==> config.mk <==
export PLATFORM = sky130hd
export DESIGN_NAME = wpf_wake_filter
export DESIGN_NICKNAME = d
export VERILOG_FILES = /design/src/logic/wpf_pkg.sv /design/src/logic/wpf_wake_filter.sv
export VERILOG_INCLUDE_DIRS = /design/src /design/src/logic
export SDC_FILE = /design/constraint.sdc
export NUM_CORES = 2
export LEC_CHECK = 0
export BUFFER_PORTS_ARGS = -buffer_cell sky130_fd_sc_hd__buf_4
export CAP_MARGIN = 30
export CORE_AREA = 2 2 383 309
export DETAILED_ROUTE_END_ITERATION = 8
export DIE_AREA = 0 0 385 311
export PLACE_DENSITY = 0.77
export SYNTH_ARGS = -nofsm -noshare
export SYNTH_HDL_FRONTEND = slang
export SYNTH_SLANG_ARGS = --single-unit
==> constraint.sdc <==
create_clock -name mclk -period 5.1 [get_ports mclk]
set_clock_uncertainty 0.2 [all_clocks]
set_input_delay 0.255 -clock mclk [delete_from_list [all_inputs] [get_ports mclk]]
set_output_delay 0.255 -clock mclk [all_outputs]
set_load 0.005 [all_outputs]
==> src/logic/wpf_map.svh <==
// Register offsets, field positions, reset values and timing counts of the wake packet filter
`ifndef WPF_MAP_SVH
`define WPF_MAP_SVH
// ****************************************
// Register offsets
// ****************************************
`define WPF_OFS_CFG      8'h00
`define WPF_OFS_IPADDR   8'h04
`define WPF_OFS_POWER_MGMT_DRIVER_REG     8'h08
`define WPF_OFS_SIG0     8'h10
`define WPF_OFS_SEG0     8'h40
`define WPF_OFS_BUF0     8'h80
// ****************************************
// Configuration fields
// ****************************************
`define WPF_CFG_STATION  0
`define WPF_CFG_MCAST    1
`define WPF_CFG_ARP      2
`define WPF_CFG_TAGGED   3
`define WPF_CFG_LINK     4
`define WPF_CFG_PATDIS   5
`define WPF_CFG_FLEX     6
`define WPF_CFG_STORE    7
`define WPF_CFG_RST      8'h00
// ****************************************
// Driver register fields
// ****************************************
`define WPF_ST_IA        0
`define WPF_ST_MC        1
`define WPF_ST_ARP       2
`define WPF_ST_PAT       3
`define WPF_ST_LINK      4
`define WPF_ST_FLEX      5
`define WPF_ST_STORED    8
`define WPF_ST_LEN       16
`define WPF_ST_LIVE      24
// ****************************************
// Frame layout and signature
// ****************************************
`define WPF_MAX_BYTES    7'd124
`define WPF_B_TYPE_HI    7'd12
`define WPF_B_TYPE_LO    7'd13
`define WPF_B_OPCODE     7'd21
`define WPF_B_IP_LO      7'd40
`define WPF_B_IP_HI      7'd41
`define WPF_VLAN_SHIFT   7'd4
`define WPF_ARP_TYPE_HI  8'h08
`define WPF_ARP_TYPE_LO  8'h06
`define WPF_ARP_REQ      8'h01
`define WPF_CRC_INIT     32'hFFFF_FFFF
`define WPF_CRC_POLY     32'hEDB8_8320
// ****************************************
// Timing
// ****************************************
`define WPF_CLK_MHZ      100
`define WPF_OUT_MHZ      25
`define WPF_DIV_HALF     (`WPF_CLK_MHZ / `WPF_OUT_MHZ / 2)
`endif

==> src/logic/wpf_pkg.sv <==
// Types shared by the wake packet filter
package wpf_pkg;
  localparam int NSEG  = 10;
  localparam int NFLT  = 3;
  localparam int NWORD = 31;

  typedef struct packed {
    logic       valid;    // Byte strobe
    logic [7:0] data;     // Frame byte
    logic       eop;      // End of frame, own cycle
    logic       crc_ok;   // Frame CRC good
    logic       overrun;  // Frame lost
    logic       ia_hit;   // Passed station address filter
    logic       mc_hit;   // Passed multicast filter
    logic       pat_hit;  // Remote-wake pattern frame
  } wpf_rx_s;

  typedef struct packed {
    logic       vld;
    logic [1:0] filter;
    logic [3:0] lmask;
    logic [3:0] fmask;
    logic [4:0] last;
    logic [4:0] first;
  } wpf_seg_s;

  typedef struct packed {
    logic [7:0]                 cfg;
    logic [15:0]                ip;
    logic [8:0]                 sts;
    logic [6:0]                 len;
    logic [NFLT-1:0][31:0]      sig;
    wpf_seg_s [NSEG-1:0]        seg;
    logic [NWORD-1:0][31:0]     buffer;
    logic [6:0]                 bcnt;
    logic [NFLT-1:0][31:0]      crc;
    logic [9:0]                 arp;
    logic                       lnk1;
    logic                       lnk2;
    logic                       lnk3;
    logic                       frc1;
    logic                       frc2;
    logic [1:0]                 div;
    logic                       clk25;
    logic                       pme;
    logic [31:0]                rdata;
  } wpf_state_s;
endpackage

==> src/logic/wpf_wake_filter.sv <==
// Wake-up frame filter: fixed and flexible filters, link wake, frame store, PME
//
// Function
// Tagged resolution wake needs resolution wake enabled
// Link change wakes, gated by PME enable
// Resolution frame wakes, gated by PME enable
// Multicast match wakes, gated by PME enable
// Station address match wakes, gated by PME enable
// Low IP byte at 40, or 44 tagged
// High IP byte at 41, or 45 tagged
// Pattern disable blocks pattern frame wake
// Link connect or disconnect raises event
// Link event recorded in driver register
// Link events never store a frame
// Three independent flexible filters
// Segments: dword bounds plus two byte masks
// 32-bit signature over masked bytes matches
// Output 25 MHz clock; outside feeds clock
// Forced management pin disables flex and storage
// Only first 124 bytes filtered and stored
// Host limits segments to ten total
// Stored frame held for driver
// Fixed filter frames also stored
// Lost frames wake without storage
// Fixed filters need a good CRC
// PME is OR of enabled sources
`timescale 1ns/1ns
`include "wpf_map.svh"
module wpf_wake_filter #(
  parameter int NSEG = wpf_pkg::NSEG
) (
  input  wire logic            mclk,      // 100 MHz clock
  input  wire logic            resetn,    // Async reset
  input  wire logic [7:0]      addr,      // Register byte address
  input  wire logic [31:0]     wdata,     // Write data
  input  wire logic            wstrobe,   // Write strobe
  input  wire logic            rstrobe,   // Read strobe
  output logic      [31:0]     rdata,     // Read data, next cycle
  input  wire wpf_pkg::wpf_rx_s rx,       // Receive stream
  input  wire logic            link_pin,  // Link status from PHY
  input  wire logic            forced_management_pin, // Forced mode pin
  input  wire logic            pme_en,    // PM enable from PCI logic
  output logic                 pme_n,     // Wake event, active low
  output logic                 clk_25     // 25 MHz clock out
);
  wpf_pkg::wpf_state_s s_q;
  wpf_pkg::wpf_state_s s_d;

  // ****************************************
  // Helpers
  // ****************************************
  function automatic logic [31:0] crc8(input logic [31:0] c,
                                       input logic [7:0] d);
    logic [31:0] r;
    r = c ^ {24'h00_0000, d};
    for (int k = 0; k < 8; k++) begin
      r = r[0] ? ((r >> 1) ^ `WPF_CRC_POLY) : (r >> 1);
    end
    return r;
  endfunction

  function automatic logic incl(input wpf_pkg::wpf_seg_s sg,
                                input logic [6:0] b);
    logic [4:0] dw;
    dw = b[6:2];
    incl = sg.vld && dw >= sg.first && dw <= sg.last &&
           (dw != sg.first || sg.fmask[b[1:0]]) &&
           (dw != sg.last || sg.lmask[b[1:0]]);
  endfunction

  function automatic logic in_range(input logic [7:0] a,
                                    input logic [7:0] base,
                                    input int n);
    in_range = a >= base && a < base + 8'(4 * n) && a[1:0] == 2'b00;
  endfunction

  // ****************************************
  // Next state
  // ****************************************
  logic [2:0]  flex_hit;
  logic [2:0]  flex_loaded;
  logic [8:0]  st_set;
  logic [8:0]  st_clr;
  logic        link_chg;
  logic        forced;
  logic        frame_ev;
  logic        store_ok;
  logic        hold;
  logic        arp_nv;
  logic        arp_v;
  logic        take;
  logic [6:0]  b;
  logic [7:0]  ofs;
  logic [3:0]  si;
  logic [4:0]  wi;

  always_comb begin
    s_d      = s_q;
    st_set   = '0;
    st_clr   = '0;
    b        = s_q.bcnt;
    ofs      = '0;
    si       = '0;
    wi       = '0;
    take     = 1'b0;
    flex_hit = '0;
    flex_loaded = '0;
    forced   = s_q.frc2;
    hold     = s_q.sts[`WPF_ST_STORED];

    // Output clock divider
    s_d.div = s_q.div + 2'd1;
    if (s_q.div == 2'(`WPF_DIV_HALF - 1)) begin
      s_d.div   = '0;
      s_d.clk25 = ~s_q.clk25;
    end

    // Pin synchronisers
    s_d.lnk1 = link_pin;
    s_d.lnk2 = s_q.lnk1;
    s_d.lnk3 = s_q.lnk2;
    s_d.frc1 = forced_management_pin;
    s_d.frc2 = s_q.frc1;
    link_chg = s_q.lnk2 ^ s_q.lnk3;

    // Byte intake; bytes past the window are dropped
    if (rx.valid && s_q.bcnt < `WPF_MAX_BYTES) begin
      s_d.bcnt = s_q.bcnt + 7'd1;
      for (int f = 0; f < wpf_pkg::NFLT; f++) begin
        take = 1'b0;
        for (int j = 0; j < NSEG; j++) begin
          if (s_q.seg[j].filter == 2'(f) && incl(s_q.seg[j], b)) begin
            take = 1'b1;
          end
        end
        if (take) begin
          s_d.crc[f] = crc8(s_q.crc[f], rx.data);
        end
      end
      // Buffer frozen while a stored frame awaits the driver
      if (!hold && !forced) begin
        s_d.buffer[b[6:2]][8*b[1:0] +: 8] = rx.data;
      end
      if (b == `WPF_B_TYPE_HI && rx.data == `WPF_ARP_TYPE_HI) begin
        s_d.arp[0] = 1'b1;
      end
      if (b == `WPF_B_TYPE_LO && rx.data == `WPF_ARP_TYPE_LO) begin
        s_d.arp[1] = 1'b1;
      end
      if (b == `WPF_B_OPCODE && rx.data == `WPF_ARP_REQ) begin
        s_d.arp[2] = 1'b1;
      end
      if (b == `WPF_B_IP_LO && rx.data == s_q.ip[7:0]) begin
        s_d.arp[3] = 1'b1;
      end
      if (b == `WPF_B_IP_HI && rx.data == s_q.ip[15:8]) begin
        s_d.arp[4] = 1'b1;
      end
      if (b == `WPF_B_TYPE_HI + `WPF_VLAN_SHIFT &&
          rx.data == `WPF_ARP_TYPE_HI) begin
        s_d.arp[5] = 1'b1;
      end
      if (b == `WPF_B_TYPE_LO + `WPF_VLAN_SHIFT &&
          rx.data == `WPF_ARP_TYPE_LO) begin
        s_d.arp[6] = 1'b1;
      end
      if (b == `WPF_B_OPCODE + `WPF_VLAN_SHIFT &&
          rx.data == `WPF_ARP_REQ) begin
        s_d.arp[7] = 1'b1;
      end
      if (b == `WPF_B_IP_LO + `WPF_VLAN_SHIFT &&
          rx.data == s_q.ip[7:0]) begin
        s_d.arp[8] = 1'b1;
      end
      if (b == `WPF_B_IP_HI + `WPF_VLAN_SHIFT &&
          rx.data == s_q.ip[15:8]) begin
        s_d.arp[9] = 1'b1;
      end
    end

    // Frame end: evaluate filters
    arp_nv = &s_q.arp[4:0];
    arp_v  = s_q.cfg[`WPF_CFG_TAGGED] && &s_q.arp[9:5];
    for (int f = 0; f < wpf_pkg::NFLT; f++) begin
      for (int j = 0; j < NSEG; j++) begin
        if (s_q.seg[j].vld && s_q.seg[j].filter == 2'(f)) begin
          flex_loaded[f] = 1'b1;
        end
      end
      // Flex path off while forced mode is active
      flex_hit[f] = flex_loaded[f] && s_q.cfg[`WPF_CFG_FLEX] &&
                    !forced && ~s_q.crc[f] == s_q.sig[f];
    end
    if (rx.eop) begin
      if (rx.crc_ok) begin
        st_set[`WPF_ST_IA]  = s_q.cfg[`WPF_CFG_STATION] && rx.ia_hit;
        st_set[`WPF_ST_MC]  = s_q.cfg[`WPF_CFG_MCAST] && rx.mc_hit;
        st_set[`WPF_ST_ARP] = s_q.cfg[`WPF_CFG_ARP] && (arp_nv || arp_v);
        st_set[`WPF_ST_PAT] = !s_q.cfg[`WPF_CFG_PATDIS] && rx.pat_hit;
        st_set[`WPF_ST_FLEX +: 3] = flex_hit;
      end
      s_d.bcnt = '0;
      s_d.arp  = '0;
      for (int f = 0; f < wpf_pkg::NFLT; f++) begin
        s_d.crc[f] = `WPF_CRC_INIT;
      end
    end
    // Fixed and flex matches both qualify; lost frames only wake
    frame_ev = |st_set[7:0];
    store_ok = frame_ev && s_q.cfg[`WPF_CFG_STORE] && !forced &&
               !rx.overrun && !hold;
    if (store_ok) begin
      st_set[`WPF_ST_STORED] = 1'b1;
      s_d.len = s_q.bcnt;
    end
    // Link events bypass the store path entirely
    st_set[`WPF_ST_LINK] = s_q.cfg[`WPF_CFG_LINK] && link_chg;

    // Register writes
    if (wstrobe) begin
      if (addr == `WPF_OFS_CFG) begin
        s_d.cfg = wdata[7:0];
      end
      if (addr == `WPF_OFS_IPADDR) begin
        s_d.ip = wdata[15:0];
      end
      if (addr == `WPF_OFS_POWER_MGMT_DRIVER_REG) begin
        st_clr = wdata[8:0];
      end
      if (in_range(addr, `WPF_OFS_SIG0, wpf_pkg::NFLT)) begin
        ofs = addr - `WPF_OFS_SIG0;
        s_d.sig[ofs[3:2]] = wdata;
      end
      if (in_range(addr, `WPF_OFS_SEG0, NSEG)) begin
        ofs = addr - `WPF_OFS_SEG0;
        si  = ofs[5:2];
        s_d.seg[si] = wdata[20:0];
      end
    end
    // Hardware set wins over software clear
    s_d.sts = (s_q.sts & ~st_clr) | st_set;

    s_d.pme = pme_en && |s_q.sts[7:0];

    // Register reads
    s_d.rdata = '0;
    if (rstrobe) begin
      if (addr == `WPF_OFS_CFG) begin
        s_d.rdata = {24'h00_0000, s_q.cfg};
      end
      if (addr == `WPF_OFS_IPADDR) begin
        s_d.rdata = {16'h0000, s_q.ip};
      end
      if (addr == `WPF_OFS_POWER_MGMT_DRIVER_REG) begin
        s_d.rdata[8:0] = s_q.sts;
        s_d.rdata[`WPF_ST_LEN +: 7] = s_q.len;
        s_d.rdata[`WPF_ST_LIVE] = s_q.lnk2;
      end
      if (in_range(addr, `WPF_OFS_SIG0, wpf_pkg::NFLT)) begin
        ofs = addr - `WPF_OFS_SIG0;
        s_d.rdata = s_q.sig[ofs[3:2]];
      end
      if (in_range(addr, `WPF_OFS_SEG0, NSEG)) begin
        ofs = addr - `WPF_OFS_SEG0;
        si  = ofs[5:2];
        s_d.rdata = {11'h000, s_q.seg[si]};
      end
      if (in_range(addr, `WPF_OFS_BUF0, wpf_pkg::NWORD)) begin
        ofs = addr - `WPF_OFS_BUF0;
        wi  = ofs[6:2];
        s_d.rdata = s_q.buffer[wi];
      end
    end
  end

  // ****************************************
  // State register
  // ****************************************
  always_ff @(posedge mclk or negedge resetn) begin
    if (!resetn) begin
      s_q       <= '0;
      s_q.cfg   <= `WPF_CFG_RST;
      s_q.crc   <= {wpf_pkg::NFLT{`WPF_CRC_INIT}};
    end else begin
      s_q <= s_d;
    end
  end

  assign rdata  = s_q.rdata;
  assign pme_n  = ~s_q.pme;
  assign clk_25 = s_q.clk25;
endmodule

# --- Yosys cells after proc, flatten, opt, wreduce, memory -nomap -nowiden ---
# Cells that the tools add are included.
classes:
  addsub: 6
  n_lt_le_gt_ge: 35
  mux: 174
  n_bitwise: 36
  shift: 2
  eq_ne: 61
  reduce_logical: 214
ops:
  columns: ["operator", "n"]
  rows:
  - ["two-way mux 32 bit", 36]
  - ["bitwise mux 992 bit", 1]
  - ["inverter 13 -> 14 bit", 24]
  - ["two-way mux 113 bit", 2]
  - ["bitwise mux 210 bit", 1]
  - ["binary-select mux 32 bit (select 5 bit)", 1]
  - ["demux 32 bit (select 5 bit)", 1]
  - ["logical AND 1 bit", 141]
  - ["inequality test 5 bit", 20]
  - ["bitwise mux 96 bit", 1]
  - ["== test 32 bit", 3]
  - ["inverter 32 bit", 3]
  - ["bitwise XOR 32 x 8 -> 32 bit", 3]
  - ["two-way mux 1 bit", 95]
  - ["binary-select mux 21 bit (select 4 bit)", 1]
  - ["demux 21 bit (select 4 bit)", 1]
  - ["binary-select mux 32 bit (select 2 bit)", 1]
  - ["demux 32 bit (select 2 bit)", 1]
  - ["greater-or-equal comparator 5 bit", 10]
  - ["<= comparator 5 bit", 10]
  - ["two-way mux 21 bit", 2]
  - ["binary-select mux 1 bit (select 2 bit)", 20]
  - ["AND reduction 2 bit", 18]
  - ["negation 5 -> 34 bit", 1]
  - ["47 further kinds", 131]
word_totals:
  regBits: 1492
  in_bits: 62
  word_cells: 649

# --- Longest topological paths before layout ---
logic_depth:
  ltp_word: 24
  ltp_mapped: 14

# --- Worst setup path after synthesis ---
# OpenSTA, ideal clock, no wires.
synth_path:
  path_type: "register to register"
  from: "register s_q (netlist bit b[2])"
  to: "register s_q[89] (netlist bit)"
  path_slack_ps: 1395
  path_stages_with_launch: 15
  required_time_ps: 4823
  n_path_buf: 4
  arrival_time_ps: 3428
  cell_sequence: "dfrtp_1 -> clkbuf_1 -> inv_1 -> ha_1 -> nand2b_1 -> a21o_1 -> a221oi_1 -> a2111oi_0 -> or3_1 -> or4_1 -> clkbuf_1 -> or2_1 -> buf_6 -> buf_6 -> a31oi_1"
synth_via:
  elab_chain_len: 19
  elab_cells_between_ends: 126
synth_lines:
  columns: ["item", "line", "source"]
  rows:
  - ["start: declaration", "wpf_wake_filter.sv:46", "wpf_pkg::wpf_state_s s_q;"]
  - ["greater-or-equal comparator 5 bit", "wpf_wake_filter.sv:66", "incl = sg.vld && dw >= sg.first && dw <= sg.last &&"]
  - ["logical AND 1 bit (3 in a row)", "wpf_wake_filter.sv:66", null]
  - ["logical AND 1 bit", "wpf_wake_filter.sv:67", "(dw != sg.first || sg.fmask[b[1:0]]) &&"]
  - ["logical AND 1 bit", "wpf_wake_filter.sv:132", "if (s_q.seg[j].filter == 2'(f) && incl(s_q.seg[j], b)) begin"]
  - ["two-way mux 1 bit (10 in a row)", "wpf_wake_filter.sv:132", null]
  - ["two-way mux 1 bit", "wpf_wake_filter.sv:127", "if (rx.valid && s_q.bcnt < `WPF_MAX_BYTES) begin"]
  - ["nonzero test 2 bit (no line)", null, null]
  - ["AND reduction 2 bit (no line) (*)", null, null]
# Mark *: on every way between the ends. The rest lies on a longest branch, timed or not. The select of a mux whose other input is x is not followed.
# A chain may end at the register's enable or synchronous reset.

# --- Worst setup path after layout ---
layout_path:
  from: "register s_q (netlist bit b[2])"
  to: "register s_q[104] (netlist bit)"
# Same word-level chain as after synthesis.

==> flow_metrics.py <==
metrics = {
    "floorplan": {
        "die_h_um": 311,
        "start_util_pct": 63.8,
        "io_pins": 96,
        "dieArea_um2": 120000,
        "rows": 112,
        "die_w_um": 385,
        "core_area_um2": 116000,
    },
    "global_route": {
        "grt_pass1_wl_um": 330000,
        "grt_pass1_vias": 50900,
        "grt_antenna_before_repair": 12,
        "grt_max_degree": 136,
        "grt-ovfl-total": 0,
        "grt.total_usage_pct": 37.0,
    },
    "timing": {
        "slew_violations": 0,
        "hold_viol": 0,
        "fin_crit_ps": 4320,
        "fin_setup_tns_ps": 0,
        "rsz0062_at_grt": "no",
        "max_slew_margin_pct": 22.5,
        "setup_viol": 0,
        "fin_crit_sh_pct": 84.8,
        "setup_slack_ps": 776,
        "max_clock_freq_ghz": 0.231,
        "tightest_slew_ps": 1160,
    },
    "clock_tree": {
        "cts_buffers": 147,
        "cts-root-buf": "clkbuf_16",
        "insertion_delay_ps": 800,
        "cts_sinks": 1492,
        "clkSlewWorstSetupHoldPaths_ps": 60,
        "cts_setup_buffers": 0,
        "cts_tree": "yes",
        "htreeDepth": 4,
        "clockBufferDepth": 3,
        "ctsResizeCount": 0,
    },
    "cells_and_area": {
        "drive_gt1_share_pct": 32.2,
        "instances_no_fill": 7502,
        "fin_nets": 6017,
        "area_growth_syn_to_layout_pct": 10.9,
    },
    "setup_path": {
        "start_kind": "flop",
        "cp_slowest_stage_delay_ps": 640,
        "worst-path-buf-inv": 3,
        "endpoint_kind": "flop",
        "slowest_stage": "or4_1",
        "cp_common_cell": "buf_4",
        "arrival_ps": 4840,
        "path_cells": "inv_1 -> buf_4 -> ha_1 -> and3_1 -> and4_4 -> a31oi_4 -> nor3_1 -> or3_1 -> or4_1 -> or2_1 -> buf_4 -> a31oi_1",
        "path_max_fanout": 32,
        "crit_family": "simple AND/OR/NAND/NOR gates",
        "critPathKind": "flop to flop",
        "cp.required_ps": 5620,
    },
    "pwr": {
        "vdd_drop_max_v": 0.000399,
        "power_frac_comb_pct": 18.4,
        "p_clk_share_pct": 37.7,
        "internal_power_mw": 21.5,
        "power.density_nw_per_um2": 367,
        "p_leak_nw": 37.1,
        "power_switching_mw": 8.60,
        "seq_power_share_pct": 43.9,
        "swShare_pct": 28.6,
    },
    "yosys": {
        "synth.distinct_cells": 77,
        "synth_edf_count": 0,
        "synth-seq-cells": 1492,
        "synth_area_um2": 73900,
        "yosys_warnings": 0,
        "syn-mean-instance-area_um2": 12.7,
        "ys_seq_area_share_pct": 50.7,
        "postSynthCellCount": 5825,
        "synth_flop_cell": "dfrtp_1",
        "ys_async_sr_fraction_pct": 100,
        "syn-num-nets": 5994,
    },
    "detailed_routing": {
        "via_per_inst": 6.81,
        "ant_nets": 0,
        "vias": 51100,
        "drc_errors": 0,
        "wirelength_um": 219000,
        "firstDrtPassIters": 6,
        "drtIter0Drc": 6152,
        "wl_per_cell_um": 29.1,
    },
    "status": {
        "status": "finished, final reports clean",
    },
    "placement": {
        "gp_congestion": 0.976,
        "dp_hpwl_um": 146000,
        "dp_cells": 7163,
        "pre_cts_slack_ps": 921,
        "portBuffers": 95,
    },
    "worst_hold_path": {
        "hp-class": "input port to flop",
    },
    "flow_run": {
        "max_cap_violations": 0,
    },
}
-- cell type report --
cell class,count,area [um^2]
clock inverters,55,673
inverters,129,484
flip-flops and latches,1492,37500
well taps,1539,1930
fillers,7907,33900
multi-input cells,3787,34300
diodes,2,5.00
clock buffers,207,4290
repair buffers,291,2820
-- final timing paths --
kind	slack [ps]	cells after the start	endpoint	start
min in group asynchronous	500	3	s_q[604]$_DFFE_PN0P_	resetn
worst min register to register	160	0	forced$_DFF_PN0_	s_d[36]$_DFF_PN0_
worst min-delay path	50	3	s_q[1414]$_DFFE_PN0P_	wdata[26]
max in group asynchronous	2820	4	rdata[23]$_DFF_PN0_	resetn
worst max-delay path	780	12	s_q[104]$_DFFE_PN1P_	b[2]$_DFFE_PN0P_
worst max register to register	780	12	s_q[104]$_DFFE_PN1P_	b[2]$_DFFE_PN0P_
-- routing by layer --
metal  wire length, um  track usage (%)  part of all wire, %
met1             90800             55.3                   42
met2             94300             51.7                   43
met3             24400             10.3                   11
met4              9040             14.2                  4.1
met5                45                0                0.021
-- state kept, by name, summed over array words and instances, names as in the netlist --
signal,flops
clk_25,1
rdata,32
s_q,1447
b,7
hold,1
forced,1
s_d,3
-- timing repair --
action                      CTS  global route
hold endpoints to repair   1095             0
setup endpoints to repair     0             0
hold buffers                 64             0
-- stage by stage --
step / total power [mW] / util (%) / hold slack, ps / instance area (um^2)
finish: 30.1 / 70.7 / 48.2 / 81900
CTS: 30.0 / 70.6 / 12.6 / 81800
global route: 31.0 / 70.7 / 58.8 / 81900
detailed placement: 18.7 / 65.7 / 132 / 76200
floorplan: 17.1 / - / -241 / 73900
global placement: 18.6 / 65.6 / 123 / 76100
-- synthesized netlist by cell type (16+ instances only) --
| library cell | instances | area share [%] |
|---|---|---|
| mux2_2 | 978 | 15 |
| nor3b_1 | 16 | 0.16 |
| o22ai_1 | 29 | 0.25 |
| xnor2_1 | 215 | 2.5 |
| clkbuf_1 | 313 | 1.6 |
| mux2i_1 | 116 | 1.6 |
| o21ai_0 | 420 | 2.8 |
| nand3_1 | 41 | 0.28 |
| nor2_1 | 190 | 0.96 |
| mux4_2 | 350 | 11 |
| nand4_1 | 17 | 0.14 |
| o31ai_1 | 37 | 0.38 |
| a31oi_1 | 55 | 0.47 |
| nand3b_1 | 18 | 0.18 |
| and2_1 | 38 | 0.32 |
| dfrtp_1 | 1396 | 47 |
| and3_1 | 19 | 0.16 |
| ha_1 | 107 | 1.8 |
| nand2_1 | 578 | 2.9 |
| a2bb2oi_1 | 29 | 0.34 |
| inv_1 | 127 | 0.65 |
| nor4_1 | 26 | 0.22 |
| xor2_1 | 107 | 1.3 |
| o41ai_1 | 32 | 0.38 |
| o2bb2ai_1 | 21 | 0.25 |
| dfstp_2 | 96 | 3.4 |
| nor3_1 | 29 | 0.20 |
| or3_1 | 67 | 0.57 |
| buf_2 | 28 | 0.19 |
| buf_1 | 38 | 0.19 |
| a21oi_1 | 81 | 0.55 |
| buf_4 | 32 | 0.33 |
| nand2b_1 | 19 | 0.16 |
-- worst register-to-register path, stage by stage (launching register included) --
cell,delay [ps]
dfrtp_1,520
inv_1,420
buf_4,370
ha_1,280
and3_1,170
and4_4,190
a31oi_4,200
nor3_1,60
or3_1,390
or4_1,640
or2_1,290
buf_4,250
a31oi_1,270
-- power by group through the flow --
stage	logic, mW	clock network (mW)	registers [mW]
floorplan	3.98	0	13.1
global placement	5.22	0	13.4
detailed placement	5.32	0	13.4
CTS	5.42	11.4	13.2
global route	5.92	11.9	13.2
finish	5.52	11.3	13.2
-- kinds of logic (layout without fill, tap and decap cells) --
family | after synthesis | in the layout | synth area share (%)
buffers and inverters | 546 | 682 | 3.04
adder cells (fa/ha/maj) | 107 | 107 | 1.81
AND/OR/NAND/NOR | 1103 | 1103 | 6.78
flip-flops | 1492 | 1492 | 50.7
other | 0 | 2 | 0
AO/OA/AOI/OAI | 809 | 809 | 6.68
multiplexers | 1444 | 1444 | 27.1
XOR/XNOR | 324 | 324 | 3.87
-- placed cells by master, fill, tap and decap left out, types with 79 or more instances in the layout --
master	n
dfrtp_1	1395
mux2_2	978
nand2_1	578
o21ai_0	419
mux4_2	350
xnor2_1	215
buf_4	190
nor2_1	182
clkbuf_16	151
inv_1	127
mux2i_1	116
xor2_1	107
ha_1	107
dfstp_2	96
a21oi_1	79
(Power assumes the default switching activity.)
